==> config.mk <==
export PLATFORM = sky130hd
export DESIGN_NAME = power_trim_config_select
export DESIGN_NICKNAME = d
export VERILOG_FILES = /design/src/power_trim_pkg.sv /design/src/power_trim_config_select.sv
export SDC_FILE = /design/constraint.sdc
export NUM_CORES = 1
export LEC_CHECK = 0
export BUFFER_PORTS_ARGS = -buffer_cell sky130_fd_sc_hd__clkbuf_2
export CELL_PAD_IN_SITES_DETAIL_PLACEMENT = 1
export CELL_PAD_IN_SITES_GLOBAL_PLACEMENT = 1
export CORE_ASPECT_RATIO = 1.5
export CORE_MARGIN = 10
export CORE_UTILIZATION = 30
export CTS_CLUSTER_SIZE = 10
export DETAILED_ROUTE_END_ITERATION = 7
export PLACE_DENSITY_LB_ADDON = 0.1
export SYNTH_ARGS = -nofsm -noshare
export SYNTH_HDL_FRONTEND = slang
export SYNTH_SLANG_ARGS = --single-unit
==> constraint.sdc <==
create_clock -name I_CLK -period 56 [get_ports I_CLK]
set_clock_uncertainty 0.2 [all_clocks]
set_input_delay 11.2 -clock I_CLK [delete_from_list [all_inputs] [get_ports I_CLK]]
set_output_delay 11.2 -clock I_CLK [all_outputs]
set_load 0.1 [all_outputs]
==> src/power_trim_pkg.sv <==
package power_trim_pkg;

    // ****************************************************************
    // Register indices (byte address = index * 4)
    // ****************************************************************
    localparam logic [5:0] IDX_LIMIT_SET       = 6'h08;
    localparam logic [5:0] IDX_LIMIT_STAT      = 6'h09;
    localparam logic [5:0] IDX_BOFS_SET        = 6'h20;
    localparam logic [5:0] IDX_BOFS_STAT       = 6'h21;
    localparam logic [5:0] IDX_EOFS_SET        = 6'h22;
    localparam logic [5:0] IDX_EOFS_STAT       = 6'h23;
    localparam logic [5:0] IDX_BSLP_SET        = 6'h24;
    localparam logic [5:0] IDX_BSLP_STAT       = 6'h25;
    localparam logic [5:0] IDX_ESLP_SET        = 6'h26;
    localparam logic [5:0] IDX_ESLP_STAT       = 6'h27;
    localparam logic [5:0] IDX_IRQ_STATUS      = 6'h30;
    localparam logic [5:0] IDX_IRQ_MASK        = 6'h31;

    // ****************************************************************
    // Reset values and writable masks
    // ****************************************************************
    localparam logic [7:0] RST_LIMIT_SET       = 8'h11;
    localparam logic [7:0] RST_OFS_SET         = 8'h00;
    localparam logic [7:0] RST_SLP_SET         = 8'h07;
    localparam logic [7:0] RST_STAT            = 8'h00;
    localparam logic [4:0] RST_IRQ             = 5'h00;
    localparam logic [7:0] WMASK_LIMIT         = 8'hBF;
    localparam logic [7:0] WMASK_OFS           = 8'hDF;
    localparam logic [7:0] WMASK_SLP           = 8'hBF;

    // ****************************************************************
    // Field positions
    // ****************************************************************
    localparam int OVERRIDE_BIT   = 7;
    localparam int SHORT_BIT      = 7;
    localparam int SIGN_BIT       = 6;
    localparam int LIM_OPEN_BIT   = 3;
    localparam int TRIM_OPEN_BIT  = 2;

    // ****************************************************************
    // Scaling constants
    // ****************************************************************
    localparam logic [10:0] LIMIT_BASE_MA      = 11'd250;
    localparam logic [10:0] LIMIT_STEP_MA      = 11'd50;
    localparam logic [10:0] SLOPE_BASE_MILLI   = 11'd1038;
    localparam logic [10:0] SLOPE_STEP_MILLI   = 11'd16;
    localparam logic [26:0] SLOPE_SCALE        = 27'd1000;
    localparam logic [10:0] OFS_STEP_MW        = 11'd32;
    localparam logic [3:0]  CODE_SHORTED       = 4'hF;
    localparam logic [3:0]  CODE_OPEN          = 4'h0;
    localparam logic [1:0]  RESP_OKAY          = 2'b00;
    localparam logic [1:0]  RESP_SLVERR        = 2'b10;

    // Interrupt event bit order
    localparam int EV_LIMIT = 0;
    localparam int EV_BOFS  = 1;
    localparam int EV_EOFS  = 2;
    localparam int EV_BSLP  = 3;
    localparam int EV_ESLP  = 4;

    typedef struct packed {
        logic       shorted;
        logic       open;
        logic       in_range;
        logic [2:0] code;
    } limit_strap_t;

    typedef struct packed {
        logic       shorted;
        logic       open;
        logic [3:0] code;
    } trim_strap_t;

endpackage : power_trim_pkg

==> src/power_trim_config_select.sv <==
`timescale 1ns/1ps
// Behaviour
// - Limit from strap unless override bit set or limit pin open
// - Limit register code counts 50 mA steps
// - Limit pin short: flag, end-transfer or end-charge
// - Status shows strap limit, zero out of range
// - Open limit pin flagged, register limit used
// - Power equals slope times function plus offset
// - Basic or extended trims follow power profile
// - Shorted offset pin requests end-transfer
// - Shorted slope pin requests end-transfer
// - Trim register used when open or overridden
// - Trim decoded code forced F shorted, 0 open
// - Basic offset codes: -64, -32, then +32 steps
// - Extended offset codes: -96, -32, then +64 steps
// - Slope 1.054 at code 1, +0.016 per code
// - Trim status bit 2 flags open pin
// - Offset sign bit subtracts when set
// - Offset register magnitude is 32 mW per code
module power_trim_config_select
    import power_trim_pkg::*;
(
    input  wire logic               I_CLK,
    input  wire logic               I_RESET,
    input  wire logic [7:0]         I_AXI_AWADDR,
    input  wire logic               I_AXI_AWVALID,
    output logic                    O_AXI_AWREADY,
    input  wire logic [31:0]        I_AXI_WDATA,
    input  wire logic [3:0]         I_AXI_WSTRB,
    input  wire logic               I_AXI_WVALID,
    output logic                    O_AXI_WREADY,
    output logic [1:0]              O_AXI_BRESP,
    output logic                    O_AXI_BVALID,
    input  wire logic               I_AXI_BREADY,
    input  wire logic [7:0]         I_AXI_ARADDR,
    input  wire logic               I_AXI_ARVALID,
    output logic                    O_AXI_ARREADY,
    output logic [31:0]             O_AXI_RDATA,
    output logic [1:0]              O_AXI_RRESP,
    output logic                    O_AXI_RVALID,
    input  wire logic               I_AXI_RREADY,
    input  wire limit_strap_t       I_EXT_LIMIT_STRAP,
    input  wire trim_strap_t        I_BASIC_OFFSET_STRAP,
    input  wire trim_strap_t        I_EXT_OFFSET_STRAP,
    input  wire trim_strap_t        I_BASIC_SLOPE_STRAP,
    input  wire trim_strap_t        I_EXT_SLOPE_STRAP,
    input  wire logic               I_EXT_PROFILE,
    input  wire logic               I_PMA_MODE,
    input  wire logic [15:0]        I_POWER_FUNC,
    output logic [10:0]             O_CURRENT_LIMIT_MA,
    output logic signed [19:0]      O_RX_POWER_MW,
    output logic                    O_END_TRANSFER_REQ,
    output logic                    O_END_CHARGE_REQ,
    output logic                    O_IRQ
);

    // ****************************************************************
    // Decode functions
    // ****************************************************************
    function automatic logic [10:0] strap_limit_ma(input logic [2:0] code);
        case (code)
            3'h0:    strap_limit_ma = 11'd500;
            3'h1:    strap_limit_ma = 11'd700;
            3'h2:    strap_limit_ma = 11'd900;
            3'h3:    strap_limit_ma = 11'd1000;
            3'h4:    strap_limit_ma = 11'd1100;
            3'h6:    strap_limit_ma = 11'd1300;
            3'h7:    strap_limit_ma = 11'd1500;
            default: strap_limit_ma = 11'd500;
        endcase
    endfunction : strap_limit_ma

    // Status byte: short, forced code, open flag
    function automatic logic [7:0] trim_status(input trim_strap_t s);
        logic [3:0] c;
        c = s.shorted ? CODE_SHORTED : (s.open ? CODE_OPEN : s.code);
        trim_status = {s.shorted, c, s.open, 2'b00};
    endfunction : trim_status

    function automatic logic signed [19:0] strap_offset_mw(input logic [3:0] code, input logic ext);
        logic [10:0] step;
        step = ext ? (OFS_STEP_MW << 1) : OFS_STEP_MW;
        case (code)
            4'h1:    strap_offset_mw = ext ? -20'sd96 : -20'sd64;
            4'h2:    strap_offset_mw = -20'sd32;
            default: strap_offset_mw = $signed({9'h000, OFS_STEP_MW})
                                       + $signed(20'(step * 11'(code - 4'h3)));
        endcase
    endfunction : strap_offset_mw

    function automatic logic [10:0] slope_milli(input logic [5:0] code);
        slope_milli = SLOPE_BASE_MILLI + 11'(SLOPE_STEP_MILLI * {5'h00, code});
    endfunction : slope_milli

    function automatic logic reg_hit(input logic [5:0] idx);
        reg_hit = (idx >= IDX_LIMIT_SET && idx <= IDX_LIMIT_STAT) ||
                  (idx >= IDX_BOFS_SET && idx <= IDX_ESLP_STAT) ||
                  idx == IDX_IRQ_STATUS || idx == IDX_IRQ_MASK;
    endfunction : reg_hit

    // ****************************************************************
    // Bus slave
    // ****************************************************************
    logic        aw_full_q;
    logic [5:0]  aw_idx_q;
    logic        w_full_q;
    logic [7:0]  w_data_q;
    logic        w_lane_q;
    logic        bvalid_q;
    logic [1:0]  bresp_q;
    logic        rvalid_q;
    logic [31:0] rdata_q;
    logic [1:0]  rresp_q;

    wire         aw_take  = I_AXI_AWVALID & O_AXI_AWREADY;
    wire         w_take   = I_AXI_WVALID & O_AXI_WREADY;
    wire         ar_take  = I_AXI_ARVALID & O_AXI_ARREADY;
    wire         do_write = aw_full_q & w_full_q & ~bvalid_q;
    wire         wr_en    = do_write & w_lane_q & reg_hit(aw_idx_q);
    wire [5:0]   ar_idx   = I_AXI_ARADDR[7:2];

    assign O_AXI_AWREADY = ~aw_full_q & ~bvalid_q;
    assign O_AXI_WREADY  = ~w_full_q & ~bvalid_q;
    assign O_AXI_ARREADY = ~rvalid_q;
    assign O_AXI_BVALID  = bvalid_q;
    assign O_AXI_BRESP   = bresp_q;
    assign O_AXI_RVALID  = rvalid_q;
    assign O_AXI_RDATA   = rdata_q;
    assign O_AXI_RRESP   = rresp_q;

    always_ff @(posedge I_CLK) begin
        if (I_RESET) begin
            aw_full_q <= 1'b0;
            aw_idx_q  <= 6'h00;
            w_full_q  <= 1'b0;
            w_data_q  <= 8'h00;
            w_lane_q  <= 1'b0;
            bvalid_q  <= 1'b0;
            bresp_q   <= RESP_OKAY;
        end else begin
            if (aw_take) begin
                aw_full_q <= 1'b1;
                aw_idx_q  <= I_AXI_AWADDR[7:2];
            end
            if (w_take) begin
                w_full_q <= 1'b1;
                w_data_q <= I_AXI_WDATA[7:0];
                w_lane_q <= I_AXI_WSTRB[0];
            end
            if (do_write) begin
                aw_full_q <= 1'b0;
                w_full_q  <= 1'b0;
                bvalid_q  <= 1'b1;
                bresp_q   <= reg_hit(aw_idx_q) ? RESP_OKAY : RESP_SLVERR;
            end else if (bvalid_q && I_AXI_BREADY) begin
                bvalid_q <= 1'b0;
            end
        end
    end

    // ****************************************************************
    // Setting registers
    // ****************************************************************
    logic [7:0] limit_set_q;
    logic [7:0] bofs_set_q;
    logic [7:0] eofs_set_q;
    logic [7:0] bslp_set_q;
    logic [7:0] eslp_set_q;
    logic [4:0] irq_mask_q;

    always_ff @(posedge I_CLK) begin
        if (I_RESET) begin
            limit_set_q <= RST_LIMIT_SET;
            bofs_set_q  <= RST_OFS_SET;
            eofs_set_q  <= RST_OFS_SET;
            bslp_set_q  <= RST_SLP_SET;
            eslp_set_q  <= RST_SLP_SET;
            irq_mask_q  <= RST_IRQ;
        end else if (wr_en) begin
            case (aw_idx_q)
                IDX_LIMIT_SET: limit_set_q <= w_data_q & WMASK_LIMIT;
                IDX_BOFS_SET:  bofs_set_q  <= w_data_q & WMASK_OFS;
                IDX_EOFS_SET:  eofs_set_q  <= w_data_q & WMASK_OFS;
                IDX_BSLP_SET:  bslp_set_q  <= w_data_q & WMASK_SLP;
                IDX_ESLP_SET:  eslp_set_q  <= w_data_q & WMASK_SLP;
                IDX_IRQ_MASK:  irq_mask_q  <= w_data_q[4:0];
                default: ;
            endcase
        end
    end

    // ****************************************************************
    // Strap status and detection
    // ****************************************************************
    logic [7:0] limit_stat_q;
    logic [7:0] bofs_stat_q;
    logic [7:0] eofs_stat_q;
    logic [7:0] bslp_stat_q;
    logic [7:0] eslp_stat_q;
    logic [4:0] short_prev_q;
    logic [4:0] irq_status_q;

    wire [2:0] limit_field = I_EXT_LIMIT_STRAP.in_range ? I_EXT_LIMIT_STRAP.code : 3'h0;
    wire [7:0] limit_stat_d = {I_EXT_LIMIT_STRAP.shorted, limit_field, I_EXT_LIMIT_STRAP.open, 3'h0};
    wire [4:0] short_vec = {I_EXT_SLOPE_STRAP.shorted, I_BASIC_SLOPE_STRAP.shorted,
                            I_EXT_OFFSET_STRAP.shorted, I_BASIC_OFFSET_STRAP.shorted,
                            I_EXT_LIMIT_STRAP.shorted};
    wire [4:0] short_rise = short_vec & ~short_prev_q;
    wire       irq_clr    = wr_en && aw_idx_q == IDX_IRQ_STATUS;
    wire [4:0] irq_clr_bits = irq_clr ? w_data_q[4:0] : 5'h00;

    // Strap status tracks the pins each cycle; bus writes reach only the interrupt status
    always_ff @(posedge I_CLK) begin
        if (I_RESET) begin
            limit_stat_q <= RST_STAT;
            bofs_stat_q  <= RST_STAT;
            eofs_stat_q  <= RST_STAT;
            bslp_stat_q  <= RST_STAT;
            eslp_stat_q  <= RST_STAT;
            short_prev_q <= RST_IRQ;
            irq_status_q <= RST_IRQ;
        end else begin
            limit_stat_q <= limit_stat_d;
            bofs_stat_q  <= trim_status(I_BASIC_OFFSET_STRAP);
            eofs_stat_q  <= trim_status(I_EXT_OFFSET_STRAP);
            bslp_stat_q  <= trim_status(I_BASIC_SLOPE_STRAP);
            eslp_stat_q  <= trim_status(I_EXT_SLOPE_STRAP);
            short_prev_q <= short_vec;
            // A new short in the clearing cycle stays set
            irq_status_q <= (irq_status_q & ~irq_clr_bits) | short_rise;
        end
    end

    assign O_IRQ = |(irq_status_q & irq_mask_q);

    // ****************************************************************
    // Read path
    // ****************************************************************
    logic [7:0] rd_byte;
    always_comb begin
        case (ar_idx)
            IDX_LIMIT_SET:  rd_byte = limit_set_q;
            IDX_LIMIT_STAT: rd_byte = limit_stat_q;
            IDX_BOFS_SET:   rd_byte = bofs_set_q;
            IDX_BOFS_STAT:  rd_byte = bofs_stat_q;
            IDX_EOFS_SET:   rd_byte = eofs_set_q;
            IDX_EOFS_STAT:  rd_byte = eofs_stat_q;
            IDX_BSLP_SET:   rd_byte = bslp_set_q;
            IDX_BSLP_STAT:  rd_byte = bslp_stat_q;
            IDX_ESLP_SET:   rd_byte = eslp_set_q;
            IDX_ESLP_STAT:  rd_byte = eslp_stat_q;
            IDX_IRQ_STATUS: rd_byte = {3'h0, irq_status_q};
            IDX_IRQ_MASK:   rd_byte = {3'h0, irq_mask_q};
            default:        rd_byte = 8'h00;
        endcase
    end

    always_ff @(posedge I_CLK) begin
        if (I_RESET) begin
            rvalid_q <= 1'b0;
            rdata_q  <= 32'h0000_0000;
            rresp_q  <= RESP_OKAY;
        end else if (ar_take) begin
            rvalid_q <= 1'b1;
            rdata_q  <= {24'h00_0000, rd_byte};
            rresp_q  <= reg_hit(ar_idx) ? RESP_OKAY : RESP_SLVERR;
        end else if (rvalid_q && I_AXI_RREADY) begin
            rvalid_q <= 1'b0;
        end
    end

    // ****************************************************************
    // Parameter selection
    // ****************************************************************
    wire         lim_use_reg = limit_set_q[OVERRIDE_BIT] | I_EXT_LIMIT_STRAP.open;
    wire [10:0]  lim_reg_ma  = LIMIT_BASE_MA + 11'(LIMIT_STEP_MA * {5'h00, limit_set_q[5:0]});
    wire [10:0]  lim_d       = lim_use_reg ? lim_reg_ma : strap_limit_ma(limit_field);

    // Profile picks which pair of pins and registers applies
    wire trim_strap_t ofs_strap = I_EXT_PROFILE ? I_EXT_OFFSET_STRAP : I_BASIC_OFFSET_STRAP;
    wire trim_strap_t slp_strap = I_EXT_PROFILE ? I_EXT_SLOPE_STRAP : I_BASIC_SLOPE_STRAP;
    wire [7:0]   ofs_set     = I_EXT_PROFILE ? eofs_set_q : bofs_set_q;
    wire [7:0]   slp_set     = I_EXT_PROFILE ? eslp_set_q : bslp_set_q;

    wire         ofs_use_reg = ofs_set[OVERRIDE_BIT] | ofs_strap.open;
    wire         slp_use_reg = slp_set[OVERRIDE_BIT] | slp_strap.open;
    wire [10:0]  ofs_mag     = 11'(OFS_STEP_MW * {6'h00, ofs_set[4:0]});
    wire signed [19:0] ofs_reg_mw = ofs_set[SIGN_BIT] ? -$signed({9'h000, ofs_mag})
                                                      : $signed({9'h000, ofs_mag});
    wire signed [19:0] ofs_mw = ofs_use_reg ? ofs_reg_mw : strap_offset_mw(ofs_strap.code, I_EXT_PROFILE);
    wire [10:0]  slp_milli   = slp_use_reg ? slope_milli(slp_set[5:0]) : slope_milli({2'b00, slp_strap.code});
    wire [26:0]  power_prod  = {11'h000, I_POWER_FUNC} * {16'h0000, slp_milli};
    wire [26:0]  power_scaled = power_prod / SLOPE_SCALE;
    // Quotient needs 18 bits at the largest register slope code
    wire signed [19:0] power_d = $signed({2'b00, power_scaled[17:0]}) + ofs_mw;

    // A short on any trim pin is a setting error
    wire trim_short  = |short_vec[EV_ESLP:EV_BOFS];
    wire ept_d       = trim_short | (I_EXT_LIMIT_STRAP.shorted & ~I_PMA_MODE);
    wire eoc_d       = I_EXT_LIMIT_STRAP.shorted & I_PMA_MODE;

    always_ff @(posedge I_CLK) begin
        if (I_RESET) begin
            O_CURRENT_LIMIT_MA <= 11'd0;
            O_RX_POWER_MW      <= 20'sd0;
            O_END_TRANSFER_REQ <= 1'b0;
            O_END_CHARGE_REQ   <= 1'b0;
        end else begin
            O_CURRENT_LIMIT_MA <= lim_d;
            O_RX_POWER_MW      <= power_d;
            O_END_TRANSFER_REQ <= ept_d;
            O_END_CHARGE_REQ   <= eoc_d;
        end
    end
endmodule : power_trim_config_select

==> reports/qor.csv, run 1 <==
metric;value;unit
yosysWarnings;0;
cts_tree;built;
start_util;30.25;%
synth.distinct_cells;141;
die_w;250.2;µm
drt_iter0_markers;1132;
antenna_left;0;
crit_arrival;45.01;ns
post-route-min-period;44.84;ns
status;complete, no violations;
fill_cells;9691;
drv_slew;0;
timing.critical_path.buf_inv;12;
area_growth;8.423;%
path_common_cell;inv_2;
maxUsedRoutingLayer;met4;
grt_max_degree;77;
async_reset_ff_share;0;%
clock-sinks;135;
synth-seq-cells;135;
critPathLaunchType;primary input;
finalSetupViolCount;0;
min_period_over_period;80.06;%
r2r_start;eslp_set_q[7];
critical_path.top_delay_family;compound AO/OA/AOI/OAI gates;
slew_headroom;27.92;%
synth.avg_cell_area;7.557;µm²
nets;3543;
wire_per_inst;22.76;µm
crit_required;56.18;ns
reg2reg_to;O_RX_POWER_MW[0];
synth-main-ff-cell;dfxtp_1;
dp_hpwl;79190;µm
dpl_worst_slack;11.05;ns
final_util;32.79;%
portBuffers;123;
first_pass_iters;7;
synthCells;3155;
wl_met3;2444;µm
cp_max_fo;32;
post-cts-setup-buffers;0;
startpoint;I_EXT_PROFILE;
grt_pass1_vias;26460;
drive_gt1_share;10.40;%
die_y;365.3;µm
min_to;w_lane_q;
grt_remaining_overflow;0;
clkSlewWorstSetupHoldPaths;0.07;ns
pin_count;182;
reg2reg_depth;79;
synth_edf_count;0;
hp-class;flip-flop to flip-flop;
crit_slowest_cell;nor4_1;
rows;126;
fmax;22.30;MHz
die_area;91380;µm²
cts_buffers;17;
timing.final.ws_setup;11.16;ns
core;78830;µm²
holdCritStartpoint;w_lane_q;
max-cap-violations;0;
clk_path_buf_depth;2;
rsz0062_at_grt;false;
cts_hold_buffers;0;
ys_seq_area_share;11.34;%
end_kind;flip-flop;
synth_area;23840;µm²
track_usage;20.31;%
drt_wl_total;96200;µm
cts_htree_levels;4;
rrSetupSlack;22.07;ns
worstMarginPinSlew;1.080;ns
antenna_found_initial;0;
drc;0;
clockRootBuffer;clkbuf_16;
tns;0;ns
wl_met1;38970;µm
min_path_cells;2;
grt_pass1_wl;151400;µm
critPathMaxStageDelay;0.92;ns
num_vias;24580;
gp_congestion;0.8648;
clkLatencyLatePin;0.45;ns
path_class;primary input to flip-flop;
via_per_inst;5.816;
cts_resized;0;
routed-wl-met2;52380;µm
final-hold-violation-count;0;
## final cells by class
class,instances,area [µm²],share of cell area (%)
well taps,1024,1281,4.956
flip-flops and latches,135,2703,10.45
multi-input cells,2688,19750,76.40
inverters,198,743.2,2.875
repair buffers,148,805.8,3.117
diodes,1,2.502,0.009681
clock inverters,13,121.4,0.4695
clock buffers,19,442.9,1.713
## logic make-up (layout without fill, tap and decap cells)
group	Yosys count	after routing	share of synthesized area, %
other cells	2	33	0.03150
xor+xnor	178	178	6.633
simple gates	1181	1181	24.96
fa+ha+maj	248	248	16.64
buf+inv	362	378	6.434
flops	135	135	11.34
mux	119	119	5.458
compound gates	930	930	28.51
## worst reg2reg max path, delay by kind of cell, from the launching register on
kind / cells / cell delay [ns]
muxes: 3 / 1.48
AOI/OAI and AO/OA: 38 / 16.69
buffers and inverters: 10 / 2.05
xor gates and xnor gates: 5 / 2.43
and+or+nand+nor: 17 / 7.58
adders and majority gates: 6 / 3.06
DFF: 1 / 0.37
## synthesized netlist by cell type (89+ instances only)
master / count / area share, %
fa_1: 115 / 9.7
nor3_1: 89 / 1.9
clkbuf_1: 100 / 1.6
nand2_1: 282 / 4.4
a21oi_1: 220 / 4.6
nor2_1: 302 / 4.8
ha_1: 133 / 7.0
dfxtp_1: 135 / 11
mux2i_1: 90 / 3.8
and2_1: 90 / 2.4
o21ai_0: 108 / 2.3
xnor2_1: 122 / 4.5
inv_1: 184 / 2.9
nand3_1: 94 / 2.0
## routing by layer
metal	track usage, %	vias up
met1	22.54	12440
met5	0	-
met4	6.024	0
met2	39.88	422
li1	-	11600
met3	1.810	113
## layout by cell type (no fill, tap or decap), types with 16 or more instances in the layout
| cell | instances |
|---|---|
| o2111ai_1 | 18 |
| nand3_1 | 94 |
| nor3b_1 | 17 |
| or3_1 | 45 |
| o21ai_1 | 36 |
| nand4_1 | 30 |
| a221oi_1 | 18 |
| nor2b_1 | 33 |
| nor3_1 | 89 |
| conb_1 | 32 |
| mux2i_1 | 90 |
| clkbuf_16 | 17 |
| o22ai_1 | 16 |
| o21ai_0 | 108 |
| o21a_1 | 23 |
| or2_2 | 26 |
| a211oi_1 | 47 |
| nand2_1 | 282 |
| o31a_1 | 16 |
| a31oi_1 | 37 |
| dfxtp_1 | 135 |
| nand2b_1 | 25 |
| buf_4 | 26 |
| xor2_1 | 52 |
| nor4_1 | 30 |
| o31ai_1 | 25 |
| clkbuf_2 | 122 |
| o211ai_1 | 50 |
| xnor2_1 | 121 |
| o211a_1 | 21 |
| ha_1 | 133 |
| a21oi_1 | 220 |
| nor2_1 | 302 |
| fa_1 | 115 |
| a21o_1 | 39 |
| inv_1 | 184 |
| and3_1 | 39 |
| and2_1 | 90 |
| mux2_2 | 16 |
## state kept, by name, summed over array words and instances (netlist names), 6 cells and up
signal,flops
eofs_set_q,7
eslp_set_q,7
O_RX_POWER_MW,20
bofs_set_q,7
eslp_stat_q,6
O_CURRENT_LIMIT_MA,10
aw_idx_q,6
w_data_q,8
limit_set_q,7
O_AXI_RDATA,8
bslp_set_q,7
## metrics by stage
step / instance area (µm²) / hold WS, ns / cells
2_1_floorplan: 23950 / 0.2366 / 3185
3_3_place_gp: 25280 / 0.2468 / 4193
3_5_place_dp: 25280 / 0.2515 / 4193
4_1_cts: 25850 / 0.2592 / 4225
5_1_grt: 25850 / 0.2844 / 4225
6_report: 25850 / 0.2558 / 4226
## worst max-delay path by stage
stage / endpoint / slack (ns) / cells after the start
floorplan: O_RX_POWER_MW[0] / 20.44 / 89
global placement: O_RX_POWER_MW[0] / 11.70 / 82
detailed placement: O_RX_POWER_MW[0] / 11.05 / 81
CTS: O_RX_POWER_MW[0] / 11.42 / 81
global route: O_RX_POWER_MW[0] / 8.60 / 81
finish: O_RX_POWER_MW[0] / 11.16 / 81
Power of run 1 is not shown: default switching activity piles up to over one toggle a cycle in this logic, so the estimate is an artifact.
==> run 2, diff against run 1 <==
==> constraint.sdc (replaced) <==
create_clock -name I_CLK -period 41.9 [get_ports I_CLK]
set_clock_uncertainty 0.2 [all_clocks]
set_input_delay 8.38 -clock I_CLK [delete_from_list [all_inputs] [get_ports I_CLK]]
set_output_delay 8.38 -clock I_CLK [all_outputs]
set_load 0.1 [all_outputs]
==> run 2 against run 1 <==
  * Register-to-register slack worse by 12 ns
  * Highest routed layer unchanged
  * Wire length is 0.93% higher
  * Largest cell class unchanged
  * Via count is 0.34% higher
==> reports/qor.csv, run 2 (synthesized netlist as in run 1, its figures left out) <==
metric;value;unit
cts_hold_buffers;0;
num_vias;24660;
die_area;91380;µm²
critPathLaunchType;primary input;
reg2reg_to;O_RX_POWER_MW[0];
rrSetupSlack;10.43;ns
drt_wl_total;97090;µm
clk_path_buf_depth;2;
multiInputGateArea;19750;µm²
cts_htree_levels;4;
cp.depth;87;
cts_resized;0;
clkLatencyLatePin;0.45;ns
nets;3560;
min_period_over_period;94.32;%
die_y;365.3;µm
start_util;30.25;%
fill_cells;9703;
clock-sinks;135;
path_common_cell;inv_2;
startpoint;I_EXT_PROFILE;
rows;126;
end_kind;flip-flop;
cts_buffers;17;
path_class;primary input to flip-flop;
postLayoutCellArea;26010;µm²
drt_iter0_markers;1179;
reg_top3;O_RX_POWER_MW (20), O_CURRENT_LIMIT_MA (10);
largest_register;O_RX_POWER_MW;
slew_headroom;28.84;%
layout_commonest_cell;nor2_1;
drc;0;
status;complete, no violations;
cts_tree;built;
crit_required;42.05;ns
worstMarginPinSlew;1.062;ns
die_w;250.2;µm
reg2reg_depth;85;
critical_path.endpoint;O_RX_POWER_MW[0];
first_pass_iters;5;
hp-class;flip-flop to flip-flop;
tns;0;ns
final-hold-violation-count;0;
placed_area;25410;µm²
grt_pass1_wl;152400;µm
max-cap-violations;0;
fmax;25.30;MHz
drive_gt1_share;10.91;%
finalSetupViolCount;0;
seqCellArea;2703;µm²
cp_max_fo;32;
via_per_inst;5.813;
crit_slowest_cell;xor2_1;
post-cts-setup-buffers;0;
rsz0062_at_grt;false;
area_growth;9.090;%
final_util;33.00;%
grt_remaining_overflow;0;
critical_path.top_delay_family;compound AO/OA/AOI/OAI gates;
portBuffers;123;
antenna_left;0;
crit_arrival;39.66;ns
hold-worst-slack;0.2688;ns
r2r_start;eslp_set_q[7];
post-route-min-period;39.52;ns
clkSlewWorstSetupHoldPaths;0.07;ns
track_usage;20.42;%
antenna_found_initial;0;
clockRootBuffer;clkbuf_16;
gp_congestion;0.8784;
largest_register_ff_count;20;
grt_pass1_vias;26590;
drv_slew;0;
layout_common_cells;nor2_1, nand2_1, a21oi_1, inv_1, dfxtp_1;
core;78830;µm²
wire_per_inst;22.88;µm
critPathMaxStageDelay;0.79;ns
pin_count;182;
grt_max_degree;79;
timing.critical_path.buf_inv;15;
dp_hpwl;79660;µm
run 2: cell types whose count changed in the layout (fill, tap and decap cells not counted):
cell,previous run,this run
clkinv_4,1,2
clkinvlp_4,4,2
inv_8,1,3
clkbuf_1,1,0
inv_6,3,5
clkinv_2,3,0
buf_4,26,43
clkinv_8,0,1
run 2: area by class of cell:
| cell class | instances | area share, % |
|---|---|---|
| multi-input cells | 2688 | 75.94 |
| flip-flops and latches | 135 | 10.39 |
| well taps | 1024 | 4.926 |
| repair buffers | 165 | 3.589 |
| inverters | 198 | 2.858 |
| clock buffers | 18 | 1.689 |
| clock inverters | 14 | 0.6013 |
| diodes | 1 | 0.009621 |
run 2: tightest hold or removal path: stages (launching register included):
cell	delay (ns)
dfxtp_1	0.31
nand2_1	0.05
a21oi_1	0.06
run 2: worst min-delay path by stage:
stage | start | endpoint | slack [ns] | cells after the start
final | w_lane_q | w_lane_q | 0.27 | 2
after CTS | w_lane_q | w_lane_q | 0.27 | 2
after global placement | w_lane_q | w_lane_q | 0.25 | 2
after floorplan | w_lane_q | w_lane_q | 0.24 | 2
after detailed placement | w_lane_q | w_lane_q | 0.27 | 2
after global routing | w_lane_q | w_lane_q | 0.29 | 2
run 2: stage by stage:
| step | std cells | worst slack (ns) |
|---|---|---|
| after floorplan | 3185 | 9.164 |
| after global placement | 4210 | 2.529 |
| after detailed placement | 4210 | 2.105 |
| after CTS | 4242 | 2.459 |
| after global routing | 4242 | 0.08705 |
| final | 4243 | 2.381 |
run 2: layer usage:
metal | routed length [µm] | GRT usage [%]
met1 | 39480 | 22.73
met2 | 52330 | 39.62
met3 | 2514 | 1.852
met4 | 2770 | 6.876
met5 | 0 | 0
Power of run 2 is left out for the same reason.
==> run 3, diff against run 2 <==
--- a/config.mk
+++ b/config.mk
@@ -5,6 +5,7 @@
 export SDC_FILE = /design/constraint.sdc
 export NUM_CORES = 1
 export LEC_CHECK = 0
+export ABC_CLOCK_PERIOD_IN_PS = 41900
 export BUFFER_PORTS_ARGS = -buffer_cell sky130_fd_sc_hd__clkbuf_2
 export CELL_PAD_IN_SITES_DETAIL_PLACEMENT = 1
 export CELL_PAD_IN_SITES_GLOBAL_PLACEMENT = 1
@@ -13,7 +14,7 @@
 export CORE_UTILIZATION = 30
 export CTS_CLUSTER_SIZE = 10
 export DETAILED_ROUTE_END_ITERATION = 7
-export PLACE_DENSITY_LB_ADDON = 0.1
+export PLACE_DENSITY = 0.56
 export SYNTH_ARGS = -nofsm -noshare
 export SYNTH_HDL_FRONTEND = slang
 export SYNTH_SLANG_ARGS = --single-unit
==> run 3 against run 2 <==
  * Wire length is 1.8% lower
  * Cell area about the same
  * Maximum frequency decreased by 0.33%
  * Sequential share of layout area barely moved
  * Critical path depth decreased by 3
  * Via count up 0.42%
  * Core utilization is essentially flat
  * Setup slack worse by 0.13 ns
  * First-iteration DRC count up 21%
  * Critical path type unchanged
  * Largest cell class unchanged
==> reports/qor.csv, run 3 (synthesized netlist as in run 1, its figures left out) <==
metric;value;unit
final-hold-violation-count;0;
wire_per_inst;22.51;µm
via_per_inst;5.848;
holdCritStartpoint;w_lane_q;
cp_max_fo;32;
critPathLaunchType;primary input;
rows;126;
portBuffers;123;
track_usage;20.04;%
finalSetupViolCount;0;
drt_iter0_markers;1424;
num_vias;24770;
rsz0062_at_grt;false;
end_kind;flip-flop;
startpoint;I_EXT_PROFILE;
dp_hpwl;77940;µm
pin_count;182;
path_common_cell;a21oi_1;
hp-class;flip-flop to flip-flop;
cts_buffers;17;
fin_cells;4235;
post-route-min-period;39.65;ns
first_pass_iters;5;
grt_max_degree;89;
reg2reg_to;O_RX_POWER_MW[0];
crit_required;42.04;ns
antenna_found_initial;0;
grt_remaining_overflow;0;
dp_cells;4202;
cp.depth;84;
tns;0;ns
clock-sinks;135;
start_util;30.25;%
clkSlewWorstSetupHoldPaths;0.07;ns
layout_commonest_cell;nor2_1;
reg2reg_depth;82;
gp_congestion;0.8807;
grt_pass1_vias;26590;
crit_slowest_cell;xor2_1;
core;78830;µm²
antenna_left;0;
min_period_over_period;94.63;%
die_area;91380;µm²
drc;0;
largest_register;O_RX_POWER_MW;
max-cap-violations;0;
nets;3552;
crit_arrival;39.78;ns
critical_path.top_delay_family;compound AO/OA/AOI/OAI gates;
drive_gt1_share;10.69;%
clkLatencyLatePin;0.44;ns
slew_headroom;19.13;%
fill_cells;9722;
rrSetupSlack;10.31;ns
clockRootBuffer;clkbuf_16;
layout_common_cells;nor2_1, nand2_1, a21oi_1, inv_1, dfxtp_1;
cts_resized;0;
cts_hold_buffers;0;
hold-worst-slack;0.2585;ns
area_growth;9.058;%
critical_path.endpoint;O_RX_POWER_MW[0];
largest_register_ff_count;20;
critPathMaxStageDelay;0.77;ns
reg_top3;O_RX_POWER_MW (20), O_CURRENT_LIMIT_MA (10);
grt_pass1_wl;149900;µm
post-cts-setup-buffers;0;
worstMarginPinSlew;1.208;ns
r2r_start;eslp_set_q[7];
fmax;25.22;MHz
drv_slew;0;
status;complete, no violations;
clk_path_buf_depth;2;
cts_tree;built;
timing.critical_path.buf_inv;12;
path_class;primary input to flip-flop;
drt_wl_total;95350;µm
die_w;250.2;µm
cts_htree_levels;4;
die_y;365.3;µm
final_util;32.99;%
[run 3: changes by cell type in the layout (fill, tap and decap cells not counted), sizes merged]
cell / change
buf: -8
bufinv: +3
clkinvlp: -2
inv: -1
[run 3: layout make-up]
type	count	area, µm²	share of cell area [%]
multi-input combinational	2688	19750	75.96
timing repair buffer	157	873.3	3.359
tap	1024	1281	4.928
clock buffer	18	439.2	1.689
sequential	135	2703	10.39
inverter	198	743.2	2.858
antenna	1	2.502	0.009624
clock inverter	14	209.0	0.8036
[run 3: per-layer routing]
layer	track usage (%)	part of all wire [%]	wire [µm]
met1	21.81	40	38040
met2	39.01	54	51470
met3	1.803	2.6	2500
met4	7.811	3.5	3340
met5	0	0	0
[run 3: stage by stage]
stage,setup slack (ns),area [µm²]
2_1_floorplan,9.164,23950
3_3_place_gp,2.576,25350
3_5_place_dp,2.011,25350
4_1_cts,2.334,26000
5_1_grt,0.01892,26000
6_report,2.252,26000
[run 3: how the worst min path moves through the flow]
stage               slack [ns]  endpoint  cells past startpoint
CTS                       0.26  w_lane_q                      2
finish                    0.26  w_lane_q                      2
global placement          0.25  w_lane_q                      2
floorplan                 0.24  w_lane_q                      2
global route              0.29  w_lane_q                      2
detailed placement        0.25  w_lane_q                      2
[run 3: worst min-delay path, stage by stage, from the launching register on]
cell and delay, ns:
dfxtp_1 0.31, nand2_1 0.05, a21oi_1 0.05
Power of run 3 is left out for the same reason.
